`config.mk`:
```
export PLATFORM = sky130hd
export DESIGN_NAME = pigf_top
export DESIGN_NICKNAME = d
export VERILOG_FILES = /design/src/pigf_pkg.sv /design/src/pigf_filter.sv /design/src/pigf_top.sv
export SDC_FILE = /design/constraint.sdc
export NUM_CORES = 1
export LEC_CHECK = 0
export BUFFER_PORTS_ARGS = -buffer_cell sky130_fd_sc_hd__buf_2
export CAP_MARGIN = 20
export CORE_UTILIZATION = 51
export DETAILED_ROUTE_END_ITERATION = 10
export PLACE_DENSITY = 0.77
export RECOVER_POWER = 100
export SYNTH_ARGS = -nofsm -noshare
export SYNTH_HDL_FRONTEND = slang
export SYNTH_SLANG_ARGS = --single-unit
```
`constraint.sdc`:
```
create_clock -name aclk -period 3.65 [get_ports aclk]
set_clock_uncertainty 0.15 [all_clocks]
set_input_delay 0.1825 -clock aclk [delete_from_list [all_inputs] [get_ports aclk]]
set_output_delay 0.1825 -clock aclk [all_outputs]
set_load 0.02 [all_outputs]
```
`src/pigf_pkg.sv`:
```
// constants shared by the port input glitch filter and its channel filter
// assumes a 32-bit AXI4-Lite register bus and one bus clock
package pigf_pkg;

	// register indices; byte address is four times the index
	localparam logic [13:0] IDX_PORT_E_FLT   = 14'h30ED;
	localparam logic [13:0] IDX_KBI_RST_FLT  = 14'h30EE;
	localparam logic [13:0] IDX_FCLK_DIV     = 14'h30EF;
	localparam logic [13:0] IDX_PA_PULL      = 14'h30F0;

	// writable bit masks; other bits read zero
	localparam logic [7:0]  PORT_E_FLT_MASK  = 8'h03;
	localparam logic [7:0]  KBI_RST_MASK     = 8'h0F;
	localparam logic [7:0]  FCLK_DIV_MASK    = 8'hFF;
	localparam logic [7:0]  PA_PULL_MASK     = 8'hEF;

	// reset values
	localparam logic [7:0]  PORT_E_FLT_RST   = 8'h00;
	localparam logic [7:0]  KBI_RST_RST      = 8'h00;
	localparam logic [7:0]  FCLK_DIV_RST     = 8'h00;
	localparam logic [7:0]  PA_PULL_RST      = 8'h00;

	// field positions
	localparam int          PORT_E_SEL_LSB   = 0;
	localparam int          KBI_SEL_LSB      = 2;
	localparam int          RST_SEL_LSB      = 0;
	localparam int          DIV1_LSB         = 0;
	localparam int          DIV2_LSB         = 2;
	localparam int          DIV3_LSB         = 5;
	localparam int          PA_I2C_BIT       = 3;

	// filter clock selection codes
	localparam logic [1:0]  SEL_BUS          = 2'h0;
	localparam logic [1:0]  SEL_DIV1         = 2'h1;
	localparam logic [1:0]  SEL_DIV2         = 2'h2;
	localparam logic [1:0]  SEL_DIV3         = 2'h3;

	// exponent of the smallest divide of each bus-clock set
	localparam logic [3:0]  DIV1_BASE_EXP    = 4'h1;
	localparam logic [3:0]  DIV2_BASE_EXP    = 4'h5;

	// divider counter widths
	localparam int          BUS_CNT_W        = 12;
	localparam int          LPO_CNT_W        = 7;

	// axi responses
	localparam logic [1:0]  RESP_OKAY        = 2'h0;
	localparam logic [1:0]  RESP_SLVERR      = 2'h2;

	// mask of the n lowest bits
	function automatic logic [BUS_CNT_W-1:0] pigf_low_ones(input logic [3:0] n);
		logic [BUS_CNT_W-1:0] m;
		m = '0;
		for (int i = 0; i < BUS_CNT_W; i++)
		begin
			m[i] = (i < int'(n));
		end
		return m;
	endfunction

endpackage

```
`src/pigf_filter.sv`:
```
// one group of glitch filter channels sharing a filter clock enable
// assumes din is already synchronised to aclk
`timescale 1ns/1ps
module pigf_filter
	import pigf_pkg::*;
#(
	parameter int W = 1
)(
	// clock and reset
	input  wire logic         aclk,
	input  wire logic         aresetn,
	// control
	input  wire logic         sample_en,
	input  wire logic         bypass,
	// data
	input  wire logic [W-1:0] din,
	output logic      [W-1:0] dout
);

	logic [W-1:0] samp_q;

	always_ff @(posedge aclk)
	begin
		if (!aresetn)
			samp_q <= '0;
		else if (sample_en)
			samp_q <= din;
	end

	// a level seen on two consecutive samples is taken; one sample is not enough
	always_ff @(posedge aclk)
	begin
		if (!aresetn)
			dout <= '0;
		else if (bypass)
			dout <= din;
		else if (sample_en)
			dout <= (din & ~(din ^ samp_q)) | (dout & (din ^ samp_q));
	end
endmodule

```
`src/pigf_top.sv`:
```
// port input glitch filters, filter clock dividers and port a pullup control
// assumes axi4-lite master, lpo clock arriving on a pin, stop_mode on aclk
//
// Our own choice: the AXI4-Lite register port.
`timescale 1ns/1ps

// Contract
// - reserved filter register bits read zero
// - port e selection picks its filter clock
// - keyboard selection picks its filter clock
// - set one/two become set three in stop (keyboard and reset pin only; port e keeps its selected set)
// - reset pin code 00 bypasses filter
// - pulses under one period are suppressed
// - pulses over two periods pass through
// - set three divides lpo by 2^code
// - set two divides bus by 32..4096
// - set one divides bus by 2..16
// - pullup bit set enables pin pullup
// - pullup ignored on outputs or hi-z (the code keeps the pullup on i2c bit three while it drives high, hi-z or not)
// - pullup register bit four reads zero
// - i2c bit three pullup off driving low
module pigf_top
	import pigf_pkg::*;
#(
	parameter int ADDR_W   = 16,
	parameter int PE_W     = 5,
	parameter int KBI_W    = 8,
	parameter int PA_W     = 8
)(
	// clock and reset
	input  wire logic              aclk,
	input  wire logic              aresetn,
	// axi4-lite write address
	input  wire logic [ADDR_W-1:0] s_axi_awaddr,
	input  wire logic [2:0]        s_axi_awprot,
	input  wire logic              s_axi_awvalid,
	output logic                   s_axi_awready,
	// axi4-lite write data
	input  wire logic [31:0]       s_axi_wdata,
	input  wire logic [3:0]        s_axi_wstrb,
	input  wire logic              s_axi_wvalid,
	output logic                   s_axi_wready,
	// axi4-lite write response
	output logic [1:0]             s_axi_bresp,
	output logic                   s_axi_bvalid,
	input  wire logic              s_axi_bready,
	// axi4-lite read address
	input  wire logic [ADDR_W-1:0] s_axi_araddr,
	input  wire logic [2:0]        s_axi_arprot,
	input  wire logic              s_axi_arvalid,
	output logic                   s_axi_arready,
	// axi4-lite read data
	output logic [31:0]            s_axi_rdata,
	output logic [1:0]             s_axi_rresp,
	output logic                   s_axi_rvalid,
	input  wire logic              s_axi_rready,
	// clocks and modes
	input  wire logic              low_power_osc_clock,
	input  wire logic              stop_mode,
	// pins in
	input  wire logic [PE_W-1:0]   port_e_in,
	input  wire logic [KBI_W-1:0]  keyboard_interrupt_zero_in,
	input  wire logic              reset_irq_in,
	// filtered to core
	output logic      [PE_W-1:0]   port_e_filt,
	output logic      [KBI_W-1:0]  keyboard_filt,
	output logic                   reset_irq_filt,
	// port a pad control
	input  wire logic [PA_W-1:0]   port_a_dir_out,
	input  wire logic [PA_W-1:0]   port_a_hiz,
	input  wire logic [PA_W-1:0]   port_a_out_val,
	input  wire logic              port_a_bit3_i2c,
	output logic      [PA_W-1:0]   port_a_pull_en
);

	// registers
	logic [7:0]        pe_flt_q;
	logic [7:0]        kbi_rst_q;
	logic [7:0]        fclk_div_q;
	logic [7:0]        pa_pull_q;

	// bus state
	logic              aw_hold_q;
	logic              w_hold_q;
	logic [ADDR_W-1:0] awaddr_q;
	logic [7:0]        wdata_q;
	logic              wstrb_q;
	logic              bvalid_q;
	logic [1:0]        bresp_q;
	logic              rvalid_q;
	logic [1:0]        rresp_q;
	logic [31:0]       rdata_q;
	logic [13:0]       rd_idx_q;
	logic              wr_en;
	logic [13:0]       wr_idx;

	// dividers
	logic [BUS_CNT_W-1:0] bus_cnt_q;
	logic [LPO_CNT_W-1:0] lpo_cnt_q;
	logic [BUS_CNT_W-1:0] div1_mask;
	logic [BUS_CNT_W-1:0] div2_mask;
	logic [BUS_CNT_W-1:0] div3_mask;
	logic              lpo_s1_q;
	logic              lpo_s2_q;
	logic              lpo_s3_q;
	logic              lpo_rise;
	logic              div1_tick;
	logic              div2_tick;
	logic              div3_tick;

	// filter selection
	logic [1:0]        pe_sel;
	logic [1:0]        kbi_sel;
	logic [1:0]        rst_sel;
	logic [1:0]        kbi_eff;
	logic [1:0]        rst_eff;
	logic              pe_tick;
	logic              kbi_tick;
	logic              rst_tick;

	// pin synchronisers
	logic [PE_W-1:0]   pe_s1_q;
	logic [PE_W-1:0]   pe_s2_q;
	logic [KBI_W-1:0]  kbi_s1_q;
	logic [KBI_W-1:0]  kbi_s2_q;
	logic              rst_s1_q;
	logic              rst_s2_q;

	function automatic logic idx_mapped(input logic [13:0] idx);
		return (idx == IDX_PORT_E_FLT) || (idx == IDX_KBI_RST_FLT) ||
			(idx == IDX_FCLK_DIV) || (idx == IDX_PA_PULL);
	endfunction

	function automatic logic [7:0] reg_read(input logic [13:0] idx);
		logic [7:0] v;
		v = 8'h00;
		unique case (idx)
			IDX_PORT_E_FLT:  v = pe_flt_q & PORT_E_FLT_MASK;
			IDX_KBI_RST_FLT: v = kbi_rst_q & KBI_RST_MASK;
			IDX_FCLK_DIV:    v = fclk_div_q & FCLK_DIV_MASK;
			IDX_PA_PULL:     v = pa_pull_q & PA_PULL_MASK;
			default:         v = 8'h00;
		endcase
		return v;
	endfunction

	// maps a selection code to its filter clock enable
	// ticks come in as arguments so every caller re-evaluates when they move
	function automatic logic sel_tick(input logic [1:0] sel, input logic t1, input logic t2,
		input logic t3);
		logic t;
		t = 1'b0;
		unique case (sel)
			SEL_BUS:  t = 1'b1;
			SEL_DIV1: t = t1;
			SEL_DIV2: t = t2;
			SEL_DIV3: t = t3;
		endcase
		return t;
	endfunction

	// write channel: address and data taken in either order
	assign s_axi_awready = !aw_hold_q && !bvalid_q;
	assign s_axi_wready  = !w_hold_q && !bvalid_q;
	assign wr_en         = aw_hold_q && w_hold_q && !bvalid_q;
	assign wr_idx        = awaddr_q[15:2];

	always_ff @(posedge aclk)
	begin
		if (!aresetn)
		begin
			aw_hold_q <= 1'b0;
			awaddr_q  <= '0;
		end
		else if (s_axi_awvalid && s_axi_awready)
		begin
			aw_hold_q <= 1'b1;
			awaddr_q  <= s_axi_awaddr;
		end
		else if (wr_en)
			aw_hold_q <= 1'b0;
	end

	always_ff @(posedge aclk)
	begin
		if (!aresetn)
		begin
			w_hold_q <= 1'b0;
			wdata_q  <= 8'h00;
			wstrb_q  <= 1'b0;
		end
		else if (s_axi_wvalid && s_axi_wready)
		begin
			w_hold_q <= 1'b1;
			wdata_q  <= s_axi_wdata[7:0];
			wstrb_q  <= s_axi_wstrb[0];
		end
		else if (wr_en)
			w_hold_q <= 1'b0;
	end

	always_ff @(posedge aclk)
	begin
		if (!aresetn)
		begin
			bvalid_q <= 1'b0;
			bresp_q  <= RESP_OKAY;
		end
		else if (wr_en)
		begin
			bvalid_q <= 1'b1;
			bresp_q  <= idx_mapped(wr_idx) ? RESP_OKAY : RESP_SLVERR;
		end
		else if (s_axi_bready)
			bvalid_q <= 1'b0;
	end

	assign s_axi_bvalid = bvalid_q;
	assign s_axi_bresp  = bresp_q;

	// register writes; reserved bits never store
	always_ff @(posedge aclk)
	begin
		if (!aresetn)
		begin
			pe_flt_q   <= PORT_E_FLT_RST;
			kbi_rst_q  <= KBI_RST_RST;
			fclk_div_q <= FCLK_DIV_RST;
			pa_pull_q  <= PA_PULL_RST;
		end
		else if (wr_en && wstrb_q)
		begin
			if (wr_idx == IDX_PORT_E_FLT)
				pe_flt_q <= wdata_q & PORT_E_FLT_MASK;
			if (wr_idx == IDX_KBI_RST_FLT)
				kbi_rst_q <= wdata_q & KBI_RST_MASK;
			if (wr_idx == IDX_FCLK_DIV)
				fclk_div_q <= wdata_q & FCLK_DIV_MASK;
			if (wr_idx == IDX_PA_PULL)
				pa_pull_q <= wdata_q & PA_PULL_MASK;
		end
	end

	// read channel: answer one cycle after the address is taken
	assign s_axi_arready = !rvalid_q;

	always_ff @(posedge aclk)
	begin
		if (!aresetn)
		begin
			rvalid_q <= 1'b0;
			rresp_q  <= RESP_OKAY;
			rdata_q  <= 32'h0000_0000;
			rd_idx_q <= 14'h0000;
		end
		else if (s_axi_arvalid && s_axi_arready)
		begin
			rvalid_q <= 1'b1;
			rd_idx_q <= s_axi_araddr[15:2];
			rresp_q  <= idx_mapped(s_axi_araddr[15:2]) ? RESP_OKAY : RESP_SLVERR;
			rdata_q  <= {24'h00_0000, reg_read(s_axi_araddr[15:2])};
		end
		else if (s_axi_rready)
			rvalid_q <= 1'b0;
	end

	assign s_axi_rvalid = rvalid_q;
	assign s_axi_rresp  = rresp_q;
	assign s_axi_rdata  = rdata_q;

	// bus clock dividers share one free counter
	always_ff @(posedge aclk)
	begin
		if (!aresetn)
			bus_cnt_q <= '0;
		else
			bus_cnt_q <= bus_cnt_q + 1'b1;
	end

	assign div1_mask = pigf_low_ones(DIV1_BASE_EXP + {2'h0, fclk_div_q[DIV1_LSB +: 2]});
	assign div2_mask = pigf_low_ones(DIV2_BASE_EXP + {1'b0, fclk_div_q[DIV2_LSB +: 3]});
	assign div1_tick = (bus_cnt_q & div1_mask) == div1_mask;
	assign div2_tick = (bus_cnt_q & div2_mask) == div2_mask;

	// lpo pin is asynchronous; edge taken only after two flops
	always_ff @(posedge aclk)
	begin
		if (!aresetn)
		begin
			lpo_s1_q <= 1'b0;
			lpo_s2_q <= 1'b0;
			lpo_s3_q <= 1'b0;
		end
		else
		begin
			lpo_s1_q <= low_power_osc_clock;
			lpo_s2_q <= lpo_s1_q;
			lpo_s3_q <= lpo_s2_q;
		end
	end

	assign lpo_rise = lpo_s2_q && !lpo_s3_q;

	always_ff @(posedge aclk)
	begin
		if (!aresetn)
			lpo_cnt_q <= '0;
		else if (lpo_rise)
			lpo_cnt_q <= lpo_cnt_q + 1'b1;
	end

	assign div3_mask = pigf_low_ones({1'b0, fclk_div_q[DIV3_LSB +: 3]});
	assign div3_tick = lpo_rise && ((lpo_cnt_q & div3_mask[LPO_CNT_W-1:0]) ==
		div3_mask[LPO_CNT_W-1:0]);

	// selections; stop mode forces set three on keyboard and reset pin codes one and two
	assign pe_sel   = pe_flt_q[PORT_E_SEL_LSB +: 2];
	assign kbi_sel  = kbi_rst_q[KBI_SEL_LSB +: 2];
	assign rst_sel  = kbi_rst_q[RST_SEL_LSB +: 2];
	assign kbi_eff  = (stop_mode && (kbi_sel == SEL_DIV1 || kbi_sel == SEL_DIV2)) ?
		SEL_DIV3 : kbi_sel;
	assign rst_eff  = (stop_mode && (rst_sel == SEL_DIV1 || rst_sel == SEL_DIV2)) ?
		SEL_DIV3 : rst_sel;
	assign pe_tick  = sel_tick(pe_sel, div1_tick, div2_tick, div3_tick);
	assign kbi_tick = sel_tick(kbi_eff, div1_tick, div2_tick, div3_tick);
	assign rst_tick = sel_tick(rst_eff, div1_tick, div2_tick, div3_tick);

	always_ff @(posedge aclk)
	begin
		if (!aresetn)
		begin
			pe_s1_q  <= '0;
			pe_s2_q  <= '0;
			kbi_s1_q <= '0;
			kbi_s2_q <= '0;
			rst_s1_q <= 1'b0;
			rst_s2_q <= 1'b0;
		end
		else
		begin
			pe_s1_q  <= port_e_in;
			pe_s2_q  <= pe_s1_q;
			kbi_s1_q <= keyboard_interrupt_zero_in;
			kbi_s2_q <= kbi_s1_q;
			rst_s1_q <= reset_irq_in;
			rst_s2_q <= rst_s1_q;
		end
	end

	pigf_filter #(.W(PE_W)) u_pe_filter (
		.aclk      (aclk),
		.aresetn   (aresetn),
		.sample_en (pe_tick),
		.bypass    (1'b0),
		.din       (pe_s2_q),
		.dout      (port_e_filt)
	);

	pigf_filter #(.W(KBI_W)) u_kbi_filter (
		.aclk      (aclk),
		.aresetn   (aresetn),
		.sample_en (kbi_tick),
		.bypass    (1'b0),
		.din       (kbi_s2_q),
		.dout      (keyboard_filt)
	);

	pigf_filter #(.W(1)) u_rst_filter (
		.aclk      (aclk),
		.aresetn   (aresetn),
		.sample_en (rst_tick),
		.bypass    (rst_sel == SEL_BUS),
		.din       (rst_s2_q),
		.dout      (reset_irq_filt)
	);

	// pullups: input pins only, except i2c bit three while driving high
	always_ff @(posedge aclk)
	begin
		if (!aresetn)
			port_a_pull_en <= '0;
		else
		begin
			for (int i = 0; i < PA_W; i++)
			begin
				if (i == PA_I2C_BIT && port_a_bit3_i2c && port_a_dir_out[i])
					port_a_pull_en[i] <= pa_pull_q[i] && port_a_out_val[i];
				else
					port_a_pull_en[i] <= pa_pull_q[i] && !port_a_dir_out[i] &&
						!port_a_hiz[i];
			end
		end
	end
endmodule

```
## Word-level counts from Yosys, hierarchy flattened

Cells that the tools add are included.

| operators by class | value |
|---|---|
| add/subtract/negate cells | 4 |
| $lt $le $gt $ge | 31 |
| eq/ne operators | 24 |
| mux-type cells | 18 |
| bitwise gates (word level) | 18 |
| reductions and logical operators | 68 |

Operators with widths:

| kind | count |
|---|---|
| $eq 14x14->1 const B | 8 |
| $pmux 8 s4 | 1 |
| $logic_and 1x1->1 | 28 |
| $and 12x12->12 | 2 |
| $eq 12x12->1 | 2 |
| $lt 3x3->1 const A | 7 |
| $logic_not 1->1 | 19 |
| $and 8x8->8 | 2 |
| $eq 2x2->1 const B | 8 |
| $lt 3x4->1 const A | 4 |
| $lt 4x3->1 const A | 4 |
| $lt 4x4->1 const A | 4 |
| $add 12x1->12 const B | 1 |
| $lt 1x3->1 const A | 4 |
| $lt 2x3->1 const A | 4 |
| $pmux 1 s4 | 3 |
| $and 5x5->5 | 2 |
| $eq 2x1->1 const B | 5 |
| $mux 1 | 10 |
| $reduce_bool 2->1 | 5 |
| $logic_not 2->1 | 4 |
| $logic_or 1x1->1 | 8 |
| $lt 1x4->1 const A | 2 |
| $lt 2x4->1 const A | 2 |
| 17 further kinds | 24 |

| storage, ports and cells | value |
|---|---|
| bits in registers | 147 |
| bits of input ports | 122 |
| output and inout bits | 63 |
| logic and storage cells | 195 |

## Logic depth before layout (Yosys ltp)

Gate-level depths: netlist of run 1.

| depth | value |
|---|---|
| word-level depth | 8 |
| mapped depth | 11 |
| mapped depth without buffers | 9 |

## Modules after synthesis

From an unflattened synthesis of run 1, not the netlist that was laid out.

| second synthesis, totals | value |
|---|---|
| cells, all modules | 681 |
| area total of the unflattened synthesis | 6102.1 sq um |

By module, submodules not included:

| module | times used | cells each | area an instance (sq um) | sequential area each (sq um) |
|---|---|---|---|---|
| pigf_top | 1 | 533 | 4840.9 | 2302.2 |
| pigf_filter (u_kbi_filter) | 1 | 85 | 681.9 | 320.3 |
| pigf_filter (u_pe_filter) | 1 | 53 | 490.5 | 200.2 |
| pigf_filter (u_rst_filter) | 1 | 10 | 88.8 | 40.0 |

## Worst setup path after synthesis of run 1

Ideal clock, no wire load.

| path | value |
|---|---|
| path kind | register to register |
| start | register fclk_div_q[3] |
| end | register u_pe_filter.samp_q[0] |
| library setup time | 0.128 ns |
| data arrival time | 2.241 ns |
| required time | 3.372 ns |
| setup slack | 1.131 ns |
| cell stages (with the launch flop) | 9 |
| buffers on the path | 1 |
| period minus slack after synthesis | 2.519 ns |
| path through | dfxtp_1 > ha_1 > mux2_2 > o21ai_1 > or4b_4 > a311oi_4 > buf_6 > mux2i_1 > nor2_1 |

| on the way | value |
|---|---|
| cells in the longest elaborated chain, start to end | 5 |
| elaborated cells on any way between the ends | 16 |
| classes of those cells | add/sub: 1; order compare: 12; eq/ne: 1; mux: 1; bitwise: 1 |

RTL lines:

| element | RTL line | text |
|---|---|---|
| start, declared | pigf_top.sv:79 | `logic [7:0] fclk_div_q;` |
| start signal, assigned | pigf_top.sv:238 | `fclk_div_q <= wdata_q & FCLK_DIV_MASK;` |
| $add 3x3->4 * | pigf_top.sv:281 | `assign div2_mask = pigf_low_ones(DIV2_BASE_EXP + {1'b0, fclk_div_q[DIV2_LSB +: 3]});` |
| $lt 1x4->1 (tied with other cells) | pigf_pkg.sv:56 | `m[i] = (i < int'(n));` |
| $and 12x12->12 | pigf_top.sv:283 | `assign div2_tick = (bus_cnt_q & div2_mask) == div2_mask;` |
| $eq 12x12->1 * | pigf_top.sv:283 |  |
| $pmux 1 s4 * | pigf_top.sv:153 | `unique case (sel)` |
| end signal, assigned | pigf_filter.sv:27 | `samp_q <= din;` |
| end, declared | pigf_filter.sv:20 | `logic [W-1:0] samp_q;` |

Mark *: on every way between the ends. The rest lies on a longest branch, timed or not.
A chain may end at the register's enable or synchronous reset.

## Worst setup path in the final report of run 1

| path | value |
|---|---|
| start | register fclk_div_q[3] |
| end | register u_pe_filter.samp_q[3] |

Same word-level chain as after synthesis.

==> impl_results.md, run 1 <==
* Share of flip-flops with an asynchronous set or reset at 0%
* Final std cell area, no fill at 0.00749 sq mm
* NumNets Final at about 930
* # rows at 38
* Area added between synthesis and finish at 26.8%
* DRC errors left at 0
* Final clock period utilization by the worst path at 87.5%
* Internal Dissipation at 2.77 mW
* Initial standard-cell utilization of the core at 53.3%
* HPWL Detailed at between 8000 and 9000 um
* Vias post-DR at approximately 5000
* # IOs at about 190
* Horizontal die dimension at 110 um
* Placeable Area at 0.0111 sq mm
* Post-layout worst setup margin at 0.457 ns
* Clock sink count at 143
* Maximum clock frequency at 313 MHz
* Post-synthesis sequential element count at 143
* Setup violation total in the final timing report at 0
* H-tree depth at 4
* Antenna diode instance count at 0
* Initial antenna violation count at 0
* Total standard cell area after synthesis at 0.00591 sq mm
* Part of the total power dissipated in sequential elements at 46.3%
* Worst-path cell with the longest stage delay: sky130_fd_sc_hd__a311oi_4
* Share of the yosys chip area belonging to registers at 48.5%
* Proportion of layout cells with a drive suffix above 1 at 13.2%
* Routability cong. at 0.816
* Warnings from Yosys at 0
* Clock Path Buffers at 2
* Final-layout setup total negative slack at 0 ns
* Total setup buffers inserted after CTS at 0
* Slew @ Worst Pin at 1.42 ns
* Fraction of power spent switching nets at 21.9%
* CP required at roughly 3.8 ns
* EDFF count, synth at 0
* Endpoint of the worst register-to-register path: u_pe_filter.samp_q[3]
* Detailed-route wire length at 13600 um
* Beginning of the worst register-to-register path: fclk_div_q[3]
* Total placed instance area at 0.00643 sq mm
* Cells resized by post-CTS repair at 0
* Maximum capacitance violations at 0
* RSZ-0062 raised after global routing: no
* Outcome: finished, final reports clean
* Bufs and invs on worst path at 0
* Via/cell ratio at 5.27
* Detailed-router iteration count before antenna repair at 5
* Source-to-sink clock delay at the later pin of the worst-skew pair at 0.42 ns
* Wire length of the first global-routing pass at 21800 um
* Crit path max-delay family: compound AO/OA/AOI/OAI gates
* Slowest Stage Delay on Critical Path at 0.81 ns
* CTS Hold Bufs at 55
* Leakage power at 2.99 nW
* Vias in the first global route at 4867
* Critical path endpoint category: register
* Largest fanout on the critical path at 15
* Final count of pins violating max slew at 0
* Buffer type at the clock tree root: sky130_fd_sc_hd__clkbuf_16
* Area used by multi-input combinational logic at 0.00274 sq mm
* Power share of the clock group at 46.9%
* Count of cells along the worst register-to-register path at 7
* Overall routing resource usage at 23.8%
* Minimum hold slack at 0.0493 ns
* Post-synthesis area per instance at 9.26 sq um
* Die outline height at 110 um
* Clock transition time at the flip-flop clock pins of the worst setup and hold paths at 0.06 ns
* Register Area at 0.00286 sq mm
* Type of the worst min-delay path: primary input to register
* Pwr Density at about 470 mW/mm^2
* Final critical-path required period at between 3 and 4 ns
* Remaining Overflow, GRT at 0
* Final Hold Violating Endpoints at 0
* Slack of the worst reg-to-reg path at 0.46 ns
* Headroom to the max-slew limit at 4.31%
* Remaining antenna violation count at 0
* Clock tree from TritonCTS: done
* Hold_sp: s_axi_arvalid
* Highest ir drop seen on vdd at 0.000396 V
* Flip-flop cell with the highest count after synthesis: sky130_fd_sc_hd__dfxtp_1
* Startpoint-to-endpoint class of the critical path: register to register
* Filler Cell Count at 894
* Power Total at 3.54 mW
* Critical path startpoint category: register
* Wire length per cell at 14.3 um
* Syn Inst Count at approximately 640
* End point of the worst hold path: s_axi_rdata[4]
* DRC marker count from the first detailed-route iteration at around 240
* Pin count of the biggest net entering global routing at 57
* Synth cell types at 50
* Endpoint arrival time on the critical path at about 3.3 ns
* Port buffer count at 111
* Worst hold path cell count at 4
* Die footprint at 0.0120 sq mm
* Num CTS Buffers at 17
* Worst slack after detailed placement at 0.637 ns
* Combinational share of power at approximately 6.8%
* Switching power summed over all nets at 0.777 mW
* Worst-path cell chain: ha_1 > mux2_2 > o21ai_0 > or4b_1 > a311oi_4 > mux2i_1 > nor2_1
[worst max-delay path by stage]
stage                   from                     to  slack [ns]  cells after the start
3_5_place_dp   fclk_div_q[2]  u_pe_filter.samp_q[3]        0.64                      7
3_3_place_gp   fclk_div_q[2]  u_pe_filter.samp_q[2]        0.75                      7
4_1_cts        fclk_div_q[2]  u_pe_filter.samp_q[3]        0.60                      7
5_1_grt        fclk_div_q[3]  u_pe_filter.samp_q[3]        0.29                      7
6_report       fclk_div_q[3]  u_pe_filter.samp_q[3]        0.46                      7
2_1_floorplan  fclk_div_q[3]  u_pe_filter.samp_q[0]        1.13                      8
[per-stage QoR]
step | util (%) | instances
after detailed placement | 58.0 | 867
final | 67.6 | 953
after global placement | 58.0 | 867
after CTS | 68.1 | 953
after floorplan | - | 664
after global routing | 67.6 | 953
[power groups by stage]
| stage | registers [mW] | logic (mW) | clock network (mW) |
|---|---|---|---|
| floorplan | 1.67 | 0.145 | 0 |
| CTS | 1.64 | 0.239 | 1.69 |
| global route | 1.65 | 0.268 | 1.76 |
| global placement | 1.67 | 0.190 | 0 |
| detailed placement | 1.67 | 0.196 | 0 |
| finish | 1.64 | 0.241 | 1.66 |
[cell usage after synthesis (all sizes together) (3+ instances only)]
library cell / n / area (sq um)
nor4b: 5 / 43.8
a21boi: 17 / 128
buf: 31 / 248
nand2b: 4 / 25.0
nand2: 84 / 315
or3: 3 / 18.8
nor3: 8 / 45.0
nor2: 33 / 124
a22oi: 5 / 37.5
ha: 9 / 113
o21ai: 36 / 180
a41oi: 4 / 35.0
nand3: 16 / 80.1
a21oi: 18 / 90.1
and3: 3 / 18.8
clkbuf: 19 / 71.3
o221a: 3 / 33.8
nand3b: 13 / 97.6
o211ai: 3 / 22.5
nor2b: 22 / 138
dfxtp: 143 / 2860
inv: 20 / 75.1
xnor2: 7 / 61.3
mux2i: 37 / 370
nor4: 3 / 18.8
nand4: 8 / 50.1
a31oi: 14 / 87.6
and2: 45 / 282
xor2: 6 / 52.6
[final cells by class]
cell class,count,share of cell area (%)
clock buffers,24,6.43
clock inverters,7,1.14
inverters,20,1.00
multi-input cells,451,36.6
flip-flops and latches,143,38.2
well taps,140,2.34
repair buffers,168,14.3
[cell families (layout without fill, tap and decap cells)]
group | Yosys count | in the layout | synth area share, %
xor+xnor | 13 | 13 | 1.93
other cells | 1 | 27 | 0.0635
buf+inv | 70 | 219 | 6.67
simple gates | 252 | 252 | 22.1
compound gates | 112 | 112 | 12.4
flops | 143 | 143 | 48.5
fa+ha+maj | 9 | 9 | 1.91
mux | 38 | 38 | 6.46
[registers in the layout (all words and copies together) (netlist names), 7 cells and up, named ones only]
register,count
awaddr_q,14
bus_cnt_q,12
fclk_div_q,8
kbi_s1_q,8
kbi_s2_q,8
lpo_cnt_q,7
pa_pull_q,7
port_a_pull_en,7
s_axi_rdata,8
u_kbi_filter.samp_q,8
wdata_q,8
[layout by cell type, fill, tap and decap left out, types with 18 or more instances in the layout]
| master | n |
|---|---|
| sky130_fd_sc_hd__a21oi_1 | 18 |
| sky130_fd_sc_hd__and2_0 | 22 |
| sky130_fd_sc_hd__and2_1 | 23 |
| sky130_fd_sc_hd__buf_2 | 75 |
| sky130_fd_sc_hd__clkbuf_1 | 42 |
| sky130_fd_sc_hd__conb_1 | 27 |
| sky130_fd_sc_hd__dfxtp_1 | 143 |
| sky130_fd_sc_hd__dlygate4sd3_1 | 55 |
| sky130_fd_sc_hd__inv_1 | 20 |
| sky130_fd_sc_hd__mux2i_1 | 37 |
| sky130_fd_sc_hd__nand2_1 | 84 |
| sky130_fd_sc_hd__nor2_1 | 33 |
| sky130_fd_sc_hd__nor2b_1 | 22 |
| sky130_fd_sc_hd__o21ai_0 | 36 |
[worst register-to-register path, cell delays in order (launching register included)]
cell	delay (ns)
sky130_fd_sc_hd__dfxtp_1	0.42
sky130_fd_sc_hd__ha_1	0.22
sky130_fd_sc_hd__mux2_2	0.33
sky130_fd_sc_hd__o21ai_0	0.18
sky130_fd_sc_hd__or4b_1	0.56
sky130_fd_sc_hd__a311oi_4	0.81
sky130_fd_sc_hd__mux2i_1	0.29
sky130_fd_sc_hd__nor2_1	0.06
[layer usage]
| layer | track usage, % | routed length (um) |
|---|---|---|
| met1 | 26.3 | 5870 |
| met2 | 42.4 | 6630 |
| met3 | 7.17 | 756 |
| met4 | 9.52 | 323 |
| met5 | 0 | 0 |
Power figures use the tool's default switching activity.
==> run 2: changes to the inputs <==
==> constraint.sdc (replaced) <==
create_clock -name aclk -period 3.65 [get_ports aclk]
set_clock_uncertainty 0.15 [all_clocks]
set_input_delay 1.095 -clock aclk [delete_from_list [all_inputs] [get_ports aclk]]
set_output_delay 1.095 -clock aclk [all_outputs]
set_load 0.02 [all_outputs]
==> run 2 against run 1 <==
Register-to-register slack gained 0.05 ns. Combinational power shrank 18%. Setup slack gained 0.051 ns. Global-route usage shrank 1.5 points. Critical path depth is the same. Sequential share of layout area grew 3.1 points. Sequential cell count is the same. Fmax grew 1.6%. Clock-buffer cell count shrank 1. Utilization shrank 5.1 points.
==> impl_results.md, run 2 (synthesis gave the netlist of run 1 again) <==
* Outcome: finished, final reports clean (unchanged)
* Most frequent standard cell in the layout excluding fill and tap cells: sky130_fd_sc_hd__dfxtp_1 (unchanged)
* Clock transition time at the flip-flop clock pins of the worst setup and hold paths at 0.05 ns (was 0.06 ns)
* Number of placed instances with taps included at 868 (was 867)
* Port buffer count at 111 (unchanged)
* Die footprint at 0.0120 sq mm (unchanged)
* Clock sink count at 143 (unchanged)
* Post-Route Utilization at 62.5% (was 67.6%)
* Detailed-router iteration count before antenna repair at 5 (unchanged)
* Combinational share of power at 5.7% (was 6.8%)
* Startpoint-to-endpoint class of the critical path: register to register (unchanged)
* CTS Hold Bufs at 0 (was 55)
* Top register by number of flip-flops: awaddr_q (unchanged)
* Total placed instance area at 0.00645 sq mm (was 0.00643 sq mm)
* Highest-count cells in the layout ignoring fill and taps: 143 x sky130_fd_sc_hd__dfxtp_1, 84 x sky130_fd_sc_hd__nand2_1, 74 x sky130_fd_sc_hd__buf_2, 40 x sky130_fd_sc_hd__clkbuf_1, 37 x sky130_fd_sc_hd__mux2i_1 (was 143 x sky130_fd_sc_hd__dfxtp_1, 84 x sky130_fd_sc_hd__nand2_1, 75 x sky130_fd_sc_hd__buf_2, 55 x sky130_fd_sc_hd__dlygate4sd3_1, 42 x sky130_fd_sc_hd__clkbuf_1)
* Largest register FFs at 14 (unchanged)
* Source-to-sink clock delay at the later pin of the worst-skew pair at 0.42 ns (about the same)
* Post-layout worst setup margin at 0.508 ns (was 0.457 ns)
* Total setup buffers inserted after CTS at 0 (unchanged)
* Final Hold Violating Endpoints at 0 (unchanged)
* Endpoint arrival time on the critical path at 3.27 ns (was 3.30 ns)
* Cells resized by post-CTS repair at 0 (unchanged)
* DRC marker count from the first detailed-route iteration at 276 (was 243)
* Via/cell ratio at 5.33 (was 5.27)
* Die outline height at 110 um (unchanged)
* Wire length per cell at 13.8 um (was 14.3 um)
* Maximum capacitance violations at 0 (unchanged)
* Count of non-filler cells in the finished layout at 897 (was 953)
* Final-layout setup total negative slack at 0 ns (unchanged)
* Fraction of power spent switching nets at 22.1% (was 21.9%)
* H-tree depth at 4 (unchanged)
* Part of the total power dissipated in sequential elements at 47.8% (was 46.3%)
* Vias post-DR at 4785 (was 5022)
* HPWL Detailed at 8720 um (was 8680 um)
* RSZ-0062 raised after global routing: no (unchanged)
* Power Total at 3.43 mW (was 3.54 mW)
* Detailed-route wire length at 12400 um (was 13600 um)
* Area added between synthesis and finish at 17.2% (was 26.8%)
* Headroom to the max-slew limit at 5.71% (was 4.31%)
* Internal Dissipation at 2.68 mW (was 2.77 mW)
* Antenna diode instance count at 0 (unchanged)
* Leakage power at 2.74 nW (was 2.99 nW)
* Horizontal die dimension at 110 um (unchanged)
* Remaining Overflow, GRT at 0 (unchanged)
* Remaining antenna violation count at 0 (unchanged)
* Clock Path Buffers at 2 (unchanged)
* Initial antenna violation count at 0 (unchanged)
* Clock tree from TritonCTS: done (unchanged)
* Final clock period utilization by the worst path at 86.1% (was 87.5%)
* # rows at 38 (unchanged)
* Proportion of layout cells with a drive suffix above 1 at 14.3% (was 13.2%)
* Registers with the highest flip-flop counts: awaddr_q (14), bus_cnt_q (12) (unchanged)
* Minimum hold slack at 0.280 ns (was 0.0493 ns)
* Highest ir drop seen on vdd at 0.000358 V (was 0.000396 V)
* Setup violation total in the final timing report at 0 (unchanged)
* CP required at 3.78 ns (was 3.76 ns)
* Worst-path cell chain: ha_1 > mux2_2 > o21ai_0 > or4b_1 > a311oi_4 > mux2i_1 > nor2_1 (unchanged)
* Final critical-path required period at 3.14 ns (was 3.19 ns)
* Maximum clock frequency at 318 MHz (was 313 MHz)
* Slowest Stage Delay on Critical Path at 0.80 ns (was 0.81 ns)
* Placeable Area at 0.0111 sq mm (unchanged)
* Worst-path cell with the longest stage delay: sky130_fd_sc_hd__a311oi_4 (unchanged)
* Worst slack after detailed placement at 0.626 ns (was 0.637 ns)
* Routability cong. at 0.805 (was 0.816)
* Largest fanout on the critical path at 15 (unchanged)
* Type of the worst min-delay path: register to register (was primary input to register)
* Num CTS Buffers at 17 (unchanged)
* Pwr Density at 496 mW/mm^2 (was 473 mW/mm^2)
* DRC errors left at 0 (unchanged)
* NumNets Final at 878 (was 932)
* Overall routing resource usage at 22.3% (was 23.8%)
* Buffer type at the clock tree root: sky130_fd_sc_hd__clkbuf_16 (unchanged)
* Initial standard-cell utilization of the core at 53.3% (unchanged)
* Critical path endpoint category: register (unchanged)
* # IOs at 185 (unchanged)
* Slew @ Worst Pin at 1.40 ns (was 1.42 ns)
* Pin count of the biggest net entering global routing at 90 (was 57)
* Critical path startpoint category: register (unchanged)
* Vias in the first global route at 4507 (was 4867)
* Power share of the clock group at 46.5% (was 46.9%)
* Switching power summed over all nets at 0.757 mW (was 0.777 mW)
* Final std cell area, no fill at 0.00692 sq mm (was 0.00749 sq mm)
* Final count of pins violating max slew at 0 (unchanged)
* Wire length of the first global-routing pass at 20500 um (was 21800 um)
## run 2: cell types whose count changed in the layout (fill, tap and decap cells not counted), moves of 2 or more
cell	change
sky130_fd_sc_hd__clkinvlp_4	+2
sky130_fd_sc_hd__clkbuf_1	-2
sky130_fd_sc_hd__clkinv_2	-2
sky130_fd_sc_hd__and2_1	+11
sky130_fd_sc_hd__and2_0	-11
sky130_fd_sc_hd__dlygate4sd3_1	-55
## run 2: path summary, 6_finish.rpt
check	from	end	slack, ns	cells past startpoint
min reg2reg	pe_s1_q[2]	pe_s2_q[2]	0.28	1
max	fclk_div_q[3]	u_pe_filter.samp_q[3]	0.51	7
min	pe_s1_q[2]	pe_s2_q[2]	0.28	1
max reg2reg	fclk_div_q[3]	u_pe_filter.samp_q[3]	0.51	7
## run 2: worst max-delay path: cells and delay by family (launching register included)
kind	cells	cell delay, ns
muxes	2	0.63
adders and majority gates	1	0.24
AOI/OAI and AO/OA	2	0.95
DFF	1	0.43
and+or+nand+nor	2	0.60
## run 2: cell type report
class | instances | area, sq um
timing repair buffer | 114 | 526
clock inverter | 6 | 60.1
sequential | 143 | 2860
inverter | 20 | 75.1
multi-input combinational | 451 | 2740
clock buffer | 23 | 488
fill | 977 | 4150
tap | 140 | 175
## run 2: metal layers
layer  global-route usage [%]  routed length (um)
met1                     26.0                5540
met4                     8.57                 158
met5                        0                   0
met3                     5.75                 675
met2                     39.0                6030
## run 2: power by group through the flow
stage / clock network, mW / registers, mW / logic, mW
detailed placement: 0 / 1.67 / 0.200
global placement: 0 / 1.67 / 0.193
CTS: 1.63 / 1.64 / 0.202
finish: 1.60 / 1.64 / 0.197
global route: 1.71 / 1.65 / 0.223
floorplan: 0 / 1.67 / 0.145
==> run 3: changes to the inputs <==
--- a/config.mk
+++ b/config.mk
@@ -5,7 +5,7 @@
 export SDC_FILE = /design/constraint.sdc
 export NUM_CORES = 1
 export LEC_CHECK = 0
-export BUFFER_PORTS_ARGS = -buffer_cell sky130_fd_sc_hd__buf_2
+export BUFFER_PORTS_ARGS = -buffer_cell sky130_fd_sc_hd__clkbuf_2
 export CAP_MARGIN = 20
 export CORE_UTILIZATION = 51
 export DETAILED_ROUTE_END_ITERATION = 10
==> run 3 against run 2 <==
First-iteration DRC count decreased by 8.3%. Utilization increased by 1.1 points. Global-route usage decreased by 0.59 points. Sequential power about the same.
==> impl_results.md, run 3 (synthesis gave the netlist of run 1 again) <==
* Outcome: finished, final reports clean (unchanged)
* Clock Path Buffers at 2 (unchanged)
* Slack of the worst reg-to-reg path at 0.60 ns (was 0.51 ns)
* Cells resized by post-CTS repair at 0 (unchanged)
* Registers with the highest flip-flop counts: awaddr_q (14), bus_cnt_q (12) (unchanged)
* Top register by number of flip-flops: awaddr_q (unchanged)
* Critical path startpoint category: primary input (was register)
* Vias post-DR at 4713 (was 4785)
* Leakage power at 2.82 nW (was 2.74 nW)
* Final count of pins violating max slew at 0 (unchanged)
* Initial antenna violation count at 0 (unchanged)
* Proportion of layout cells with a drive suffix above 1 at 15.1% (was 14.3%)
* Largest fanout on the critical path at 90 (was 15)
* Type of the worst min-delay path: register to register (unchanged)
* Overall routing resource usage at 21.7% (was 22.3%)
* RSZ-0062 raised after global routing: no (unchanged)
* Total setup buffers inserted after CTS at 0 (unchanged)
* Source-to-sink clock delay at the later pin of the worst-skew pair at 0.41 ns (was 0.42 ns)
* Wire length per cell at 13.8 um (about the same)
* End of the critical path: port_a_pull_en[2] (was u_pe_filter.samp_q[3])
* DRC errors left at 0 (unchanged)
* Port buffer count at 111 (unchanged)
* Area used by multi-input combinational logic at 0.00274 sq mm (about the same)
* Filler Cell Count at 933 (was 977)
* Initial standard-cell utilization of the core at 53.3% (unchanged)
* Maximum capacitance violations at 0 (unchanged)
* Clock transition time at the flip-flop clock pins of the worst setup and hold paths at 0.06 ns (was 0.05 ns)
* Beginning of the worst register-to-register path: fclk_div_q[2] (was fclk_div_q[3])
* Final std cell area, no fill at 0.00705 sq mm (was 0.00692 sq mm)
* Routability cong. at 0.820 (was 0.805)
* Wire length of the first global-routing pass at 20000 um (was 20500 um)
* Setup violation total in the final timing report at 0 (unchanged)
* Placeable Area at 0.0111 sq mm (unchanged)
* Largest register FFs at 14 (unchanged)
* Endpoint of the worst register-to-register path: u_pe_filter.samp_q[1] (was u_pe_filter.samp_q[3])
* Final Hold Violating Endpoints at 0 (unchanged)
* Horizontal die dimension at 110 um (unchanged)
* Detailed-route wire length at 12400 um (about the same)
* Endpoint arrival time on the critical path at 3.25 ns (was 3.27 ns)
* Area added between synthesis and finish at 19.3% (was 17.2%)
* Final clock period utilization by the worst path at 84.8% (was 86.1%)
* Most frequent standard cell in the layout excluding fill and tap cells: sky130_fd_sc_hd__dfxtp_1 (unchanged)
* Headroom to the max-slew limit at 7.28% (was 5.71%)
* Remaining antenna violation count at 0 (unchanged)
* Buffer type at the clock tree root: sky130_fd_sc_hd__clkbuf_16 (unchanged)
* HPWL Detailed at 8510 um (was 8720 um)
* Count of cells along the worst register-to-register path at 7 (unchanged)
* CTS Hold Bufs at 0 (unchanged)
* Register Area at 0.00286 sq mm (unchanged)
* Source of the critical timing path: aresetn (was fclk_div_q[3])
* Die outline height at 110 um (unchanged)
* DRC marker count from the first detailed-route iteration at 253 (was 276)
* Maximum clock frequency at 323 MHz (was 318 MHz)
* Highest-count cells in the layout ignoring fill and taps: 143 x sky130_fd_sc_hd__dfxtp_1, 84 x sky130_fd_sc_hd__nand2_1, 76 x sky130_fd_sc_hd__clkbuf_2, 38 x sky130_fd_sc_hd__clkbuf_1, 37 x sky130_fd_sc_hd__mux2i_1 (was 143 x sky130_fd_sc_hd__dfxtp_1, 84 x sky130_fd_sc_hd__nand2_1, 74 x sky130_fd_sc_hd__buf_2, 40 x sky130_fd_sc_hd__clkbuf_1, 37 x sky130_fd_sc_hd__mux2i_1)
* H-tree depth at 4 (unchanged)
* Antenna diode instance count at 0 (unchanged)
* Vias in the first global route at 4522 (was 4507)
* Clock sink count at 143 (unchanged)
* Highest ir drop seen on vdd at 0.000460 V (was 0.000358 V)
* Slew @ Worst Pin at 1.39 ns (was 1.40 ns)
* Detailed-router iteration count before antenna repair at 4 (was 5)
* Critical path endpoint category: register (unchanged)
* Clock tree from TritonCTS: done (unchanged)
* Final-layout setup total negative slack at 0 ns (unchanged)
* Total placed instance area at 0.00645 sq mm (unchanged)
* Post-Route Utilization at 63.6% (was 62.5%)
* NumNets Final at 878 (unchanged)
* # rows at 38 (unchanged)
* Pwr Density at 533 mW/mm^2 (was 496 mW/mm^2)
* Num CTS Buffers at 17 (unchanged)
* Die footprint at 0.0120 sq mm (unchanged)
* CP required at 3.81 ns (was 3.78 ns)
* Pin count of the biggest net entering global routing at 91 (was 90)
* Via/cell ratio at 5.24 (was 5.33)
* # IOs at 185 (unchanged)
* Final critical-path required period at 3.10 ns (was 3.14 ns)
* Startpoint-to-endpoint class of the critical path: primary input to register (was register to register)
* Remaining Overflow, GRT at 0 (unchanged)
-- run 3: worst max-delay path: stages --
cell and delay [ns]:
sky130_fd_sc_hd__clkbuf_2 0.07, sky130_fd_sc_hd__clkbuf_2 0.99, sky130_fd_sc_hd__inv_2 0.39, sky130_fd_sc_hd__buf_4 0.37, sky130_fd_sc_hd__nor4b_1 0.28
-- run 3: cell type report --
class                      count  share of cell area (%)
inverter                      20                    1.07
timing repair buffer         114                    7.47
sequential                   143                    40.6
clock inverter                10                    2.57
multi-input combinational    451                    38.9
clock buffer                  22                    6.87
tap                          140                    2.49
-- run 3: how the worst min path moves through the flow --
stage	from	endpoint	cells past startpoint
floorplan	kbi_s1_q[0]	kbi_s2_q[0]	1
global placement	kbi_s1_q[4]	kbi_s2_q[4]	1
detailed placement	kbi_s1_q[4]	kbi_s2_q[4]	1
CTS	kbi_s1_q[4]	kbi_s2_q[4]	1
global route	pe_s1_q[2]	pe_s2_q[2]	1
finish	kbi_s1_q[4]	kbi_s2_q[4]	1
-- run 3: routing by layer --
| metal | vias up | global-route usage, % | share of wire (%) | wire (um) |
|---|---|---|---|---|
| met3 | 13 | 5.81 | 5.3 | 660 |
| met4 | 0 | 8.19 | 1.5 | 180 |
| li1 | 2366 | - | - | - |
| met2 | 140 | 38.1 | 49 | 6020 |
| met5 | - | 0 | 0 | 0 |
| met1 | 2194 | 25.2 | 45 | 5520 |
-- run 3: metrics by stage --
step | instances | setup WS [ns] | hold slack, ns | power, mW
floorplan | 664 | 1.09 | 0.262 | 1.81
global placement | 868 | 0.733 | 0.264 | 1.86
detailed placement | 868 | 0.658 | 0.271 | 1.87
CTS | 900 | 0.670 | 0.282 | 3.79
global route | 900 | 0.265 | 0.292 | 3.88
finish | 900 | 0.555 | 0.277 | 3.75
-- run 3: report_power, final --
group	leakage [nW]	switching [mW]	internal, mW	total, mW
Sequential	1.17	0.0320	1.61	1.64
Clock	0.326	0.632	1.28	1.91
Combinational	1.33	0.123	0.0754	0.198
